File: src/rtl/reset_ctrl_pkg.sv
// Purpose: Shared constants and types for the system reset controller
// Assumes: 50 MHz ref_clk, one register word of 8 bits per address
// Notes: Delay and filter lengths are given as times and turned into cycles here
package reset_ctrl_pkg;

  // ==========================================================================
  // Clock and timing
  localparam int CLK_PERIOD_NS = 20;
  localparam int PIN_MIN_PULSE_NS = 400;
  localparam int BROWNOUT_MIN_PULSE_NS = 2000;
  localparam int RESET_DELAY_SHORT_US = 4;
  localparam int RESET_DELAY_LONG_US = 65;
  localparam int OSC_START_US = 1;
  // Least times round up to whole cycles
  localparam int PIN_FILTER_CYC = (PIN_MIN_PULSE_NS + CLK_PERIOD_NS - 1) / CLK_PERIOD_NS;
  localparam int BROWNOUT_FILTER_CYC =
    (BROWNOUT_MIN_PULSE_NS + CLK_PERIOD_NS - 1) / CLK_PERIOD_NS;
  localparam int RESET_DELAY_SHORT_CYC = (RESET_DELAY_SHORT_US * 1000) / CLK_PERIOD_NS;
  localparam int RESET_DELAY_LONG_CYC = (RESET_DELAY_LONG_US * 1000) / CLK_PERIOD_NS;
  localparam int OSC_START_CYC = (OSC_START_US * 1000) / CLK_PERIOD_NS;
  localparam int DELAY_W = 16;
  localparam int FILTER_W = 8;

  // ==========================================================================
  // Register map
  localparam int ADDR_W = 2;
  localparam int DATA_W = 8;
  localparam logic [ADDR_W-1:0] RESET_CAUSE_FLAGS_ADDR = 2'h0;
  localparam logic [ADDR_W-1:0] RESET_LIVE_STATUS_ADDR = 2'h1;
  localparam logic [ADDR_W-1:0] FUSE_READBACK_ADDR = 2'h2;
  localparam logic [DATA_W-1:0] CAUSE_FLAGS_RESET = 8'h01;
  localparam logic [DATA_W-1:0] CAUSE_FLAGS_MASK = 8'h1F;
  localparam logic [DATA_W-1:0] READ_ZERO = 8'h00;

  // ==========================================================================
  // Field positions of the cause flags
  localparam int POWERON_FLAG_BIT = 0;
  localparam int PIN_FLAG_BIT = 1;
  localparam int BROWNOUT_FLAG_BIT = 2;
  localparam int WATCHDOG_FLAG_BIT = 3;
  localparam int SCAN_FLAG_BIT = 4;

  // ==========================================================================
  // Fuse codes
  localparam logic [2:0] BROWNOUT_DISABLED = 3'h7;
  localparam logic [1:0] SUT_NO_DELAY = 2'h0;
  localparam logic [1:0] SUT_SHORT_DELAY = 2'h1;

  // ==========================================================================
  // Types
  typedef struct packed {
    logic scan;
    logic watchdog;
    logic brownout;
    logic pin;
    logic poweron;
  } reset_sources_t;

  typedef struct packed {
    logic [2:0] reserved;
    logic scan_reset_flag;
    logic watchdog_reset_flag;
    logic brownout_reset_flag;
    logic pin_reset_flag;
    logic poweron_reset_flag;
  } cause_flags_t;

  typedef enum logic [2:0] {
    ST_HOLD  = 3'b001,
    ST_DELAY = 3'b010,
    ST_RUN   = 3'b100
  } reset_state_t;

endpackage

File: src/rtl/pulse_filter.sv
// Purpose: Passes a level only after it has stood for a given number of cycles
// Assumes: level_in synchronous to ref_clk
// Notes: Output drops at the first edge that samples the input low, one edge after the input drops
`timescale 1ns/1ps
module pulse_filter #(
  parameter int CNT_W = 8,
  parameter int COUNT = 20
) (
  input wire logic ref_clk,
  input wire logic reset_n,
  input wire logic enable,
  input wire logic level_in,
  output logic level_out
);

  logic [CNT_W-1:0] count_reg;

  // ==========================================================================
  // Width counter
  always_ff @(posedge ref_clk or negedge reset_n) begin
    if (!reset_n) begin
      count_reg <= '0;
      level_out <= 1'b0;
    end else if (!enable || !level_in) begin
      count_reg <= '0;
      level_out <= 1'b0;
    end else if (count_reg >= CNT_W'(COUNT - 1)) begin
      level_out <= 1'b1;
    end else begin
      count_reg <= count_reg + CNT_W'(1);
    end
  end

endmodule // pulse_filter

File: src/rtl/system_reset_controller.sv
// Purpose: Gathers reset sources, holds ports, stretches internal reset, logs cause
// Assumes: Detector levels and fuses synchronous to ref_clk, fuses static
// Notes: Asynchronous sources reach the hold flops through their async set path
// What this block does
// - Peripheral reset held while active; release pulses a fetch from the reset vector.
// - Port pins reset asynchronously the moment power-on, pin or scan becomes active; watchdog and brown-out at the next edge.
// - Delay counter stretches internal reset by a fuse-chosen time-out.
// - Exactly five sources: power-on, pin, watchdog, brown-out, scan register.
// - Pin low beyond the minimum width resets even without a clock.
// - Pin rising starts the delay counter; release after the time-out.
// - Power-on reasserts at once on low supply; rise starts the delay.
// - Reset held as long as the scan reset register holds one.
// - Watchdog gives a one-cycle pulse; delay starts on its falling edge.
// - Brown-out level fuse: 111 off, 110-100 reserved, 011-000 rising levels.
// - Enabled brown-out resets once it outlasts the minimum width; recovery starts the delay counter.
// - Supply dips shorter than the brown-out minimum width are ignored.
// - Scan flag bit 4 set by scan reset; cleared by power-on or zero write.
// - Watchdog flag bit 3 set by watchdog reset; cleared by power-on or zero.
// - Brown-out flag bit 2 set by brown-out; cleared by power-on or zero.
// - Pin flag bit 1 set by pin reset; cleared by power-on or zero write.
// - Power-on flag bit 0 set by power-on; only a zero write clears it.
`timescale 1ns/1ps
module system_reset_controller
  import reset_ctrl_pkg::*;
#(
  parameter int DELAY_SHORT_CYC = RESET_DELAY_SHORT_CYC,
  parameter int DELAY_LONG_CYC = RESET_DELAY_LONG_CYC,
  parameter int OSC_CYC = OSC_START_CYC,
  parameter int PIN_CYC = PIN_FILTER_CYC,
  parameter int BROWNOUT_CYC = BROWNOUT_FILTER_CYC
) (
  input wire logic ref_clk,
  input wire logic reset_n,
  input wire logic supply_below_poweron,
  input wire logic reset_pin_n,
  input wire logic watchdog_expired,
  input wire logic supply_below_brownout,
  input wire logic scan_reset_bit,
  input wire logic [2:0] brownout_level_fuses,
  input wire logic [1:0] startup_time_fuses,
  input wire logic [3:0] clock_select_fuses,
  input wire logic [ADDR_W-1:0] reg_addr,
  input wire logic [DATA_W-1:0] reg_wdata,
  input wire logic reg_write,
  input wire logic reg_read,
  output logic [DATA_W-1:0] reg_rdata,
  output logic port_reset,
  output logic periph_reset_n,
  output logic vector_fetch,
  output logic brownout_enable,
  output logic [1:0] brownout_trip_level
);

  // ==========================================================================
  // Source gathering
  logic async_hold_n;
  logic brownout_on;
  logic brownout_seen;
  logic pin_seen;
  logic watchdog_seen_reg;
  logic watchdog_pulse_reg;
  logic any_active;
  reset_sources_t sources;

  // Level fuse decode
  // Reserved codes are taken as disabled so an odd fuse never trips the part
  assign brownout_on = (brownout_level_fuses[2] == 1'b0);

  // Power-on, pin and scan bit holds
  // Gated with no clock, so a stopped oscillator cannot mask a reset
  assign async_hold_n = reset_n & ~supply_below_poweron & reset_pin_n & ~scan_reset_bit;

  pulse_filter #(
    .CNT_W(FILTER_W),
    .COUNT(BROWNOUT_CYC)
  ) u_brownout_filter (
    .ref_clk(ref_clk),
    .reset_n(reset_n),
    .enable(brownout_on),
    .level_in(supply_below_brownout),
    .level_out(brownout_seen)
  );

  // Pin width filter, used for cause logging only; the hold is asynchronous
  pulse_filter #(
    .CNT_W(FILTER_W),
    .COUNT(PIN_CYC)
  ) u_pin_filter (
    .ref_clk(ref_clk),
    .reset_n(reset_n),
    .enable(1'b1),
    .level_in(~reset_pin_n),
    .level_out(pin_seen)
  );

  // Watchdog level memory
  // Idle level is low, so clearing it in reset gives no false edge
  always_ff @(posedge ref_clk or negedge reset_n) begin
    if (!reset_n) begin
      watchdog_seen_reg <= 1'b0;
    end else begin
      watchdog_seen_reg <= watchdog_expired;
    end
  end

  // One-cycle watchdog pulse
  // A level held high still yields a single pulse, never a train
  always_ff @(posedge ref_clk or negedge reset_n) begin
    if (!reset_n) begin
      watchdog_pulse_reg <= 1'b0;
    end else begin
      watchdog_pulse_reg <= watchdog_expired & ~watchdog_seen_reg;
    end
  end

  assign sources.poweron = supply_below_poweron;
  assign sources.pin = ~reset_pin_n;
  assign sources.watchdog = watchdog_pulse_reg;
  assign sources.brownout = brownout_seen;
  assign sources.scan = scan_reset_bit;
  assign any_active = |sources;

  // ==========================================================================
  // Port hold
  // Ports follow sources
  always_ff @(posedge ref_clk or negedge async_hold_n) begin
    if (!async_hold_n) begin
      port_reset <= 1'b1;
    end else begin
      port_reset <= any_active;
    end
  end

  // ==========================================================================
  // Delay selection
  logic [DELAY_W-1:0] delay_load;

  // Fuse-chosen time-out
  // One cycle is the floor; the counter releases when it reaches one
  always_comb begin
    case (startup_time_fuses)
      SUT_NO_DELAY: delay_load = DELAY_W'(1);
      SUT_SHORT_DELAY: delay_load = DELAY_W'(DELAY_SHORT_CYC);
      default: delay_load = DELAY_W'(DELAY_LONG_CYC);
    endcase
    // Crystal selections add an oscillator start-up allowance
    if (clock_select_fuses[0]) begin
      delay_load = delay_load + DELAY_W'(OSC_CYC);
    end
  end

  // ==========================================================================
  // Internal reset sequencer
  reset_state_t state_reg;
  reset_state_t state_next;
  logic [DELAY_W-1:0] delay_reg;
  logic [DELAY_W-1:0] delay_next;
  logic release_now;

  always_comb begin
    state_next = state_reg;
    delay_next = delay_reg;
    release_now = 1'b0;
    case (state_reg)
      ST_HOLD: begin
        if (!any_active) begin
          state_next = ST_DELAY;
          delay_next = delay_load;
        end
      end
      ST_DELAY: begin
        if (any_active) begin
          state_next = ST_HOLD;
        end else if (delay_reg <= DELAY_W'(1)) begin
          state_next = ST_RUN;
          release_now = 1'b1;
        end else begin
          delay_next = delay_reg - DELAY_W'(1);
        end
      end
      ST_RUN: begin
        if (any_active) begin
          state_next = ST_HOLD;
        end
      end
      default: begin
        state_next = ST_HOLD;
      end
    endcase
  end

  always_ff @(posedge ref_clk or negedge async_hold_n) begin
    if (!async_hold_n) begin
      state_reg <= ST_HOLD;
    end else begin
      state_reg <= state_next;
    end
  end

  always_ff @(posedge ref_clk or negedge async_hold_n) begin
    if (!async_hold_n) begin
      delay_reg <= '0;
    end else begin
      delay_reg <= delay_next;
    end
  end

  always_ff @(posedge ref_clk or negedge async_hold_n) begin
    if (!async_hold_n) begin
      periph_reset_n <= 1'b0;
    end else if (any_active) begin
      periph_reset_n <= 1'b0;
    end else if (release_now) begin
      periph_reset_n <= 1'b1;
    end
  end

  always_ff @(posedge ref_clk or negedge async_hold_n) begin
    if (!async_hold_n) begin
      vector_fetch <= 1'b0;
    end else begin
      vector_fetch <= release_now;
    end
  end

  // ==========================================================================
  // Brown-out detector control
  // Enable follows fuse
  always_ff @(posedge ref_clk or negedge reset_n) begin
    if (!reset_n) begin
      brownout_enable <= 1'b0;
    end else begin
      brownout_enable <= brownout_on;
    end
  end

  // Trip level select
  // Code 011 picks the lowest level, 000 the highest
  always_ff @(posedge ref_clk or negedge reset_n) begin
    if (!reset_n) begin
      brownout_trip_level <= 2'h0;
    end else begin
      brownout_trip_level <= ~brownout_level_fuses[1:0];
    end
  end

  // ==========================================================================
  // Reset cause flags
  // Kept on reset_n only, so a stretched internal reset never wipes the cause
  cause_flags_t flags_reg;
  cause_flags_t flags_next;
  logic flags_write;

  assign flags_write = reg_write && (reg_addr == RESET_CAUSE_FLAGS_ADDR);

  always_comb begin
    flags_next = flags_reg;
    if (flags_write) begin
      // Only zeros clear; writing one leaves a flag as it is
      flags_next = cause_flags_t'(flags_reg & reg_wdata & CAUSE_FLAGS_MASK);
    end
    if (pin_seen) begin
      flags_next.pin_reset_flag = 1'b1;
    end
    if (sources.brownout) begin
      flags_next.brownout_reset_flag = 1'b1;
    end
    if (sources.watchdog) begin
      flags_next.watchdog_reset_flag = 1'b1;
    end
    if (sources.scan) begin
      flags_next.scan_reset_flag = 1'b1;
    end
    // Power-on comes last so it wins over every other set
    // Power-on clears others
    if (sources.poweron) begin
      flags_next.scan_reset_flag = 1'b0;
      flags_next.watchdog_reset_flag = 1'b0;
      flags_next.brownout_reset_flag = 1'b0;
      flags_next.pin_reset_flag = 1'b0;
    end
    if (sources.poweron) begin
      flags_next.poweron_reset_flag = 1'b1;
    end
    flags_next.reserved = 3'h0;
  end

  always_ff @(posedge ref_clk or negedge reset_n) begin
    if (!reset_n) begin
      flags_reg <= cause_flags_t'(CAUSE_FLAGS_RESET);
    end else begin
      flags_reg <= flags_next;
    end
  end

  // ==========================================================================
  // Register read port
  logic [DATA_W-1:0] live_status;
  logic [DATA_W-1:0] fuse_readback;

  assign live_status = {state_reg, sources};
  assign fuse_readback = {1'b0, brownout_level_fuses, clock_select_fuses[3:2],
                          startup_time_fuses};

  // Data stand for one cycle only, then fall back to zero
  always_ff @(posedge ref_clk or negedge reset_n) begin
    if (!reset_n) begin
      reg_rdata <= READ_ZERO;
    end else if (reg_read) begin
      case (reg_addr)
        RESET_CAUSE_FLAGS_ADDR: reg_rdata <= flags_reg;
        RESET_LIVE_STATUS_ADDR: reg_rdata <= live_status;
        FUSE_READBACK_ADDR: reg_rdata <= fuse_readback;
        default: reg_rdata <= READ_ZERO;
      endcase
    end else begin
      reg_rdata <= READ_ZERO;
    end
  end

endmodule // system_reset_controller

File: config.mk
export PLATFORM = sky130hd
export DESIGN_NAME = system_reset_controller
export DESIGN_NICKNAME = d
export VERILOG_FILES = /design/src/rtl/reset_ctrl_pkg.sv /design/src/rtl/pulse_filter.sv /design/src/rtl/system_reset_controller.sv
export SDC_FILE = /design/constraint.sdc
export NUM_CORES = 1
export LEC_CHECK = 0
export BUFFER_PORTS_ARGS = -buffer_cell sky130_fd_sc_hd__clkbuf_2
export CAP_MARGIN = 40
export CORE_MARGIN = 2
export CORE_UTILIZATION = 53
export CTS_BUF_LIST = sky130_fd_sc_hd__clkbuf_8
export CTS_CLUSTER_SIZE = 28
export DETAILED_ROUTE_END_ITERATION = 8
export PLACE_DENSITY = 0.78
export SYNTH_ARGS = -nofsm -noshare
export SYNTH_HDL_FRONTEND = slang
export SYNTH_SLANG_ARGS = --single-unit
File: constraint.sdc
create_clock -name ref_clk -period 1.75 [get_ports ref_clk]
set_input_delay 0.175 -clock ref_clk [delete_from_list [all_inputs] [get_ports ref_clk]]
set_output_delay 0.175 -clock ref_clk [all_outputs]
set_load 0.02 [all_outputs]
==> out/qor.yml <==
setup_path:
  r2r-start: "delay_reg[0]"
  worstSetupStartpointType: "flop"
  r2r_setup_slack_ps: -70
  setup.worst_path.end_class: "flop"
  criticalPathCategory: "reg2reg"
  cp_max_fo: 3
  rr_worst_depth: 7
  critPathRequiredTime_ps: 1970
  crit_arrival_ps: 2040
  reg2reg_to: "delay_reg[8]"
timing:
  tightest_slew_ps: 438
  finalHoldViolCount: 0
  fin_crit_sh: 1.04
  drv_slew: 0
  final.setup_skew_ps: 11.5
  rsz0062_at_grt: "yes"
  setup_viol_count_final: 11
  fmax_mhz: 550
  slew-limit-headroom: 0.708
  worst_slack_ps: -67.7
  fin_hold_ws_ps: 12.0
  layout_min_cycle_time_ps: 1820
synthesis:
  synth_xor_area_frac: 0.0404
  ys_seq_area_frac: 0.517
  synth.mux.area_fraction: 0.0284
  syn_inst: 266
  yosysUniqueCellTypes: 52
  ys_ff_latch: 58
  synth_compound_area_frac: 0.146
  synth_top_family_by_area: "simple AND/OR/NAND/NOR gates"
  synthFlopType: "dfrtp_1"
  synthSimpleGateAreaFrac: 0.212
  synth_nets: 300
  synth-edff-count: 0
  ys.warnings.count: 0
  synth_fa_ha_area_frac: 0.0267
  syn_area_um2: 2820
  syn_avg_cell_area_um2: 10.6
  ys_async_sr_fraction: 1.00
outcome:
  status: "complete, but fails checks"
  failed_checks: "setup timing"
hold_path:
  hold_path_depth: 2
  worst_hold_path_type: "in2reg"
  hold_start: "brownout_level_fuses[1]"
  hold_path_end: "brownout_trip_level[1]"
clocking:
  cts_max_path_buffers: 2
  root_buffer: "clkbuf_8"
  clk_pin_slew_ps: 60
  clk_latency_ps: 340
  cts_sinks: 58
  cts_tree: "done"
  htreeDepth: 3
  numCtsBuffers: 9
route:
  viasPerCell: 5.53
  ant_nets: 0
  wl_per_cell_um: 16.2
  vias: 2466
  dr.pass1.iters: 4
  drc: 0
  routed_wl_um: 7220
  first_iter_violations: 144
floorplan:
  die_width_um: 76.9
  design.die.area_um2: 5910
  num_rows: 26
  start_util: 0.551
  placeableCoreArea_um2: 5110
  io_pins: 42
  chipHeight_um: 76.9
placed_design:
  place_ws_ps: -101
  gp_congestion: 0.881
  port_buffers: 37
  dp_hpwl_um: 4670
pwr:
  ir_drop_mv: 0.496
  leakage_nw: 1.86
  power.total_w: 0.00320
  power-per-cell-area_nw_per_um2: 827
cells_and_area:
  mostFrequentLayoutCell: "dfrtp_1"
  nNetsFinal: 405
  largest_reg_flops: 16
  n_antenna_cell: 0
  area_delta_synth_final_pct: 37.6
  fillers: 331
  final_cell_mix: "54 x dfrtp_1, 52 x buf_4, 37 x clkbuf_2"
  final_util: 0.758
  drive_gt1_frac: 0.404
grt:
  grt_max_degree: 37
  grt_use_total: 0.243
  overflow: 0
  antenna_found_initial: 0
  grt_pass1_vias: 2395
  grt_pass1_wl_um: 11200
run:
  cap_violations: 0
[area by class of cell]
cell class              instances  area (um2)  area share
inverters                      15        61.3      0.0158
flip-flops and latches         58        1460       0.376
clock buffers                   9         124      0.0320
multi-input cells             188        1430       0.368
repair buffers                 99         684       0.177
well taps                      70        87.6      0.0226
clock inverters                 7        32.5     0.00840
[worst max path at each step]
stage / startpoint / end / slack (ps) / depth (start not counted)
after global placement: state_reg[0] / delay_reg[6] / -3 / 6
final: delay_reg[0] / delay_reg[8] / -70 / 7
after global routing: delay_reg[0] / delay_reg[8] / -160 / 8
after detailed placement: delay_reg[0] / delay_reg[11] / -100 / 6
after CTS: delay_reg[12] / delay_reg[3] / -40 / 6
after floorplan: delay_reg[0] / delay_reg[3] / -10 / 8
[metrics by stage]
step	std cells	area (um2)	TNS, ps
finish	446	3870	-350
global route	446	3870	-1620
CTS	436	3680	-214
detailed placement	413	3410	-395
global placement	413	3410	-2.73
floorplan	266	2830	-11.6
[per-layer routing]
| layer | vias to the layer above | global-route usage | routed length (um) |
|---|---|---|---|
| met4 | 0 | 0.116 | 211 |
| met1 | 1190 | 0.299 | 3090 |
| li1 | 1161 | - | - |
| met3 | 23 | 0.0588 | 327 |
| met5 | - | 0 | 0 |
| met2 | 92 | 0.403 | 3590 |
[cell usage after synthesis (all sizes together) (4+ instances only)]
library cell | number | area share
nor3 | 5 | 0.0089
nor3b | 4 | 0.016
xnor2 | 7 | 0.022
o21ai | 20 | 0.036
dfrtp | 55 | 0.49
ha | 6 | 0.027
inv | 15 | 0.020
nand4 | 5 | 0.013
mux2i | 8 | 0.028
nand2 | 22 | 0.029
and3 | 4 | 0.0089
clkbuf | 4 | 0.0053
a21oi | 15 | 0.027
nor2 | 24 | 0.032
xor2 | 6 | 0.019
nor4 | 8 | 0.028
o22ai | 4 | 0.0089
and2 | 8 | 0.018
nor2b | 8 | 0.018
[critical path, stage by stage, from the launching register on]
cell and delay, ps:
dfrtp_1 410, ha_2 220, o21bai_4 140, and4bb_4 260, buf_4 150, a2111oi_4 300, xnor2_1 160, nor2_1 60
[report_power, final]
part	total, W	internal, W	switching, W
Clock	0.00101	0.000487	0.000518
Combinational	0.000703	0.000338	0.000365
Sequential	0.00150	0.00142	0.0000714
Total	0.00320	0.00225	0.000955
[cells by family after synthesis]
family	after synthesis
compound gates	61
mux	8
fa+ha+maj	6
flops	58
xor+xnor	13
buf+inv	20
simple gates	100
[repair_timing]
action | 4_1_cts | 5_1_grt
pin swaps | 11 | 16
hold buffers | 3 | 0
gates resized for setup | 12 | 28
endpoints found under the hold margin | 57 | 0
endpoints found under the setup margin | 15 | 26
buffers inserted | 4 | 10
Note: power is estimated with default switching activity, not from simulation.
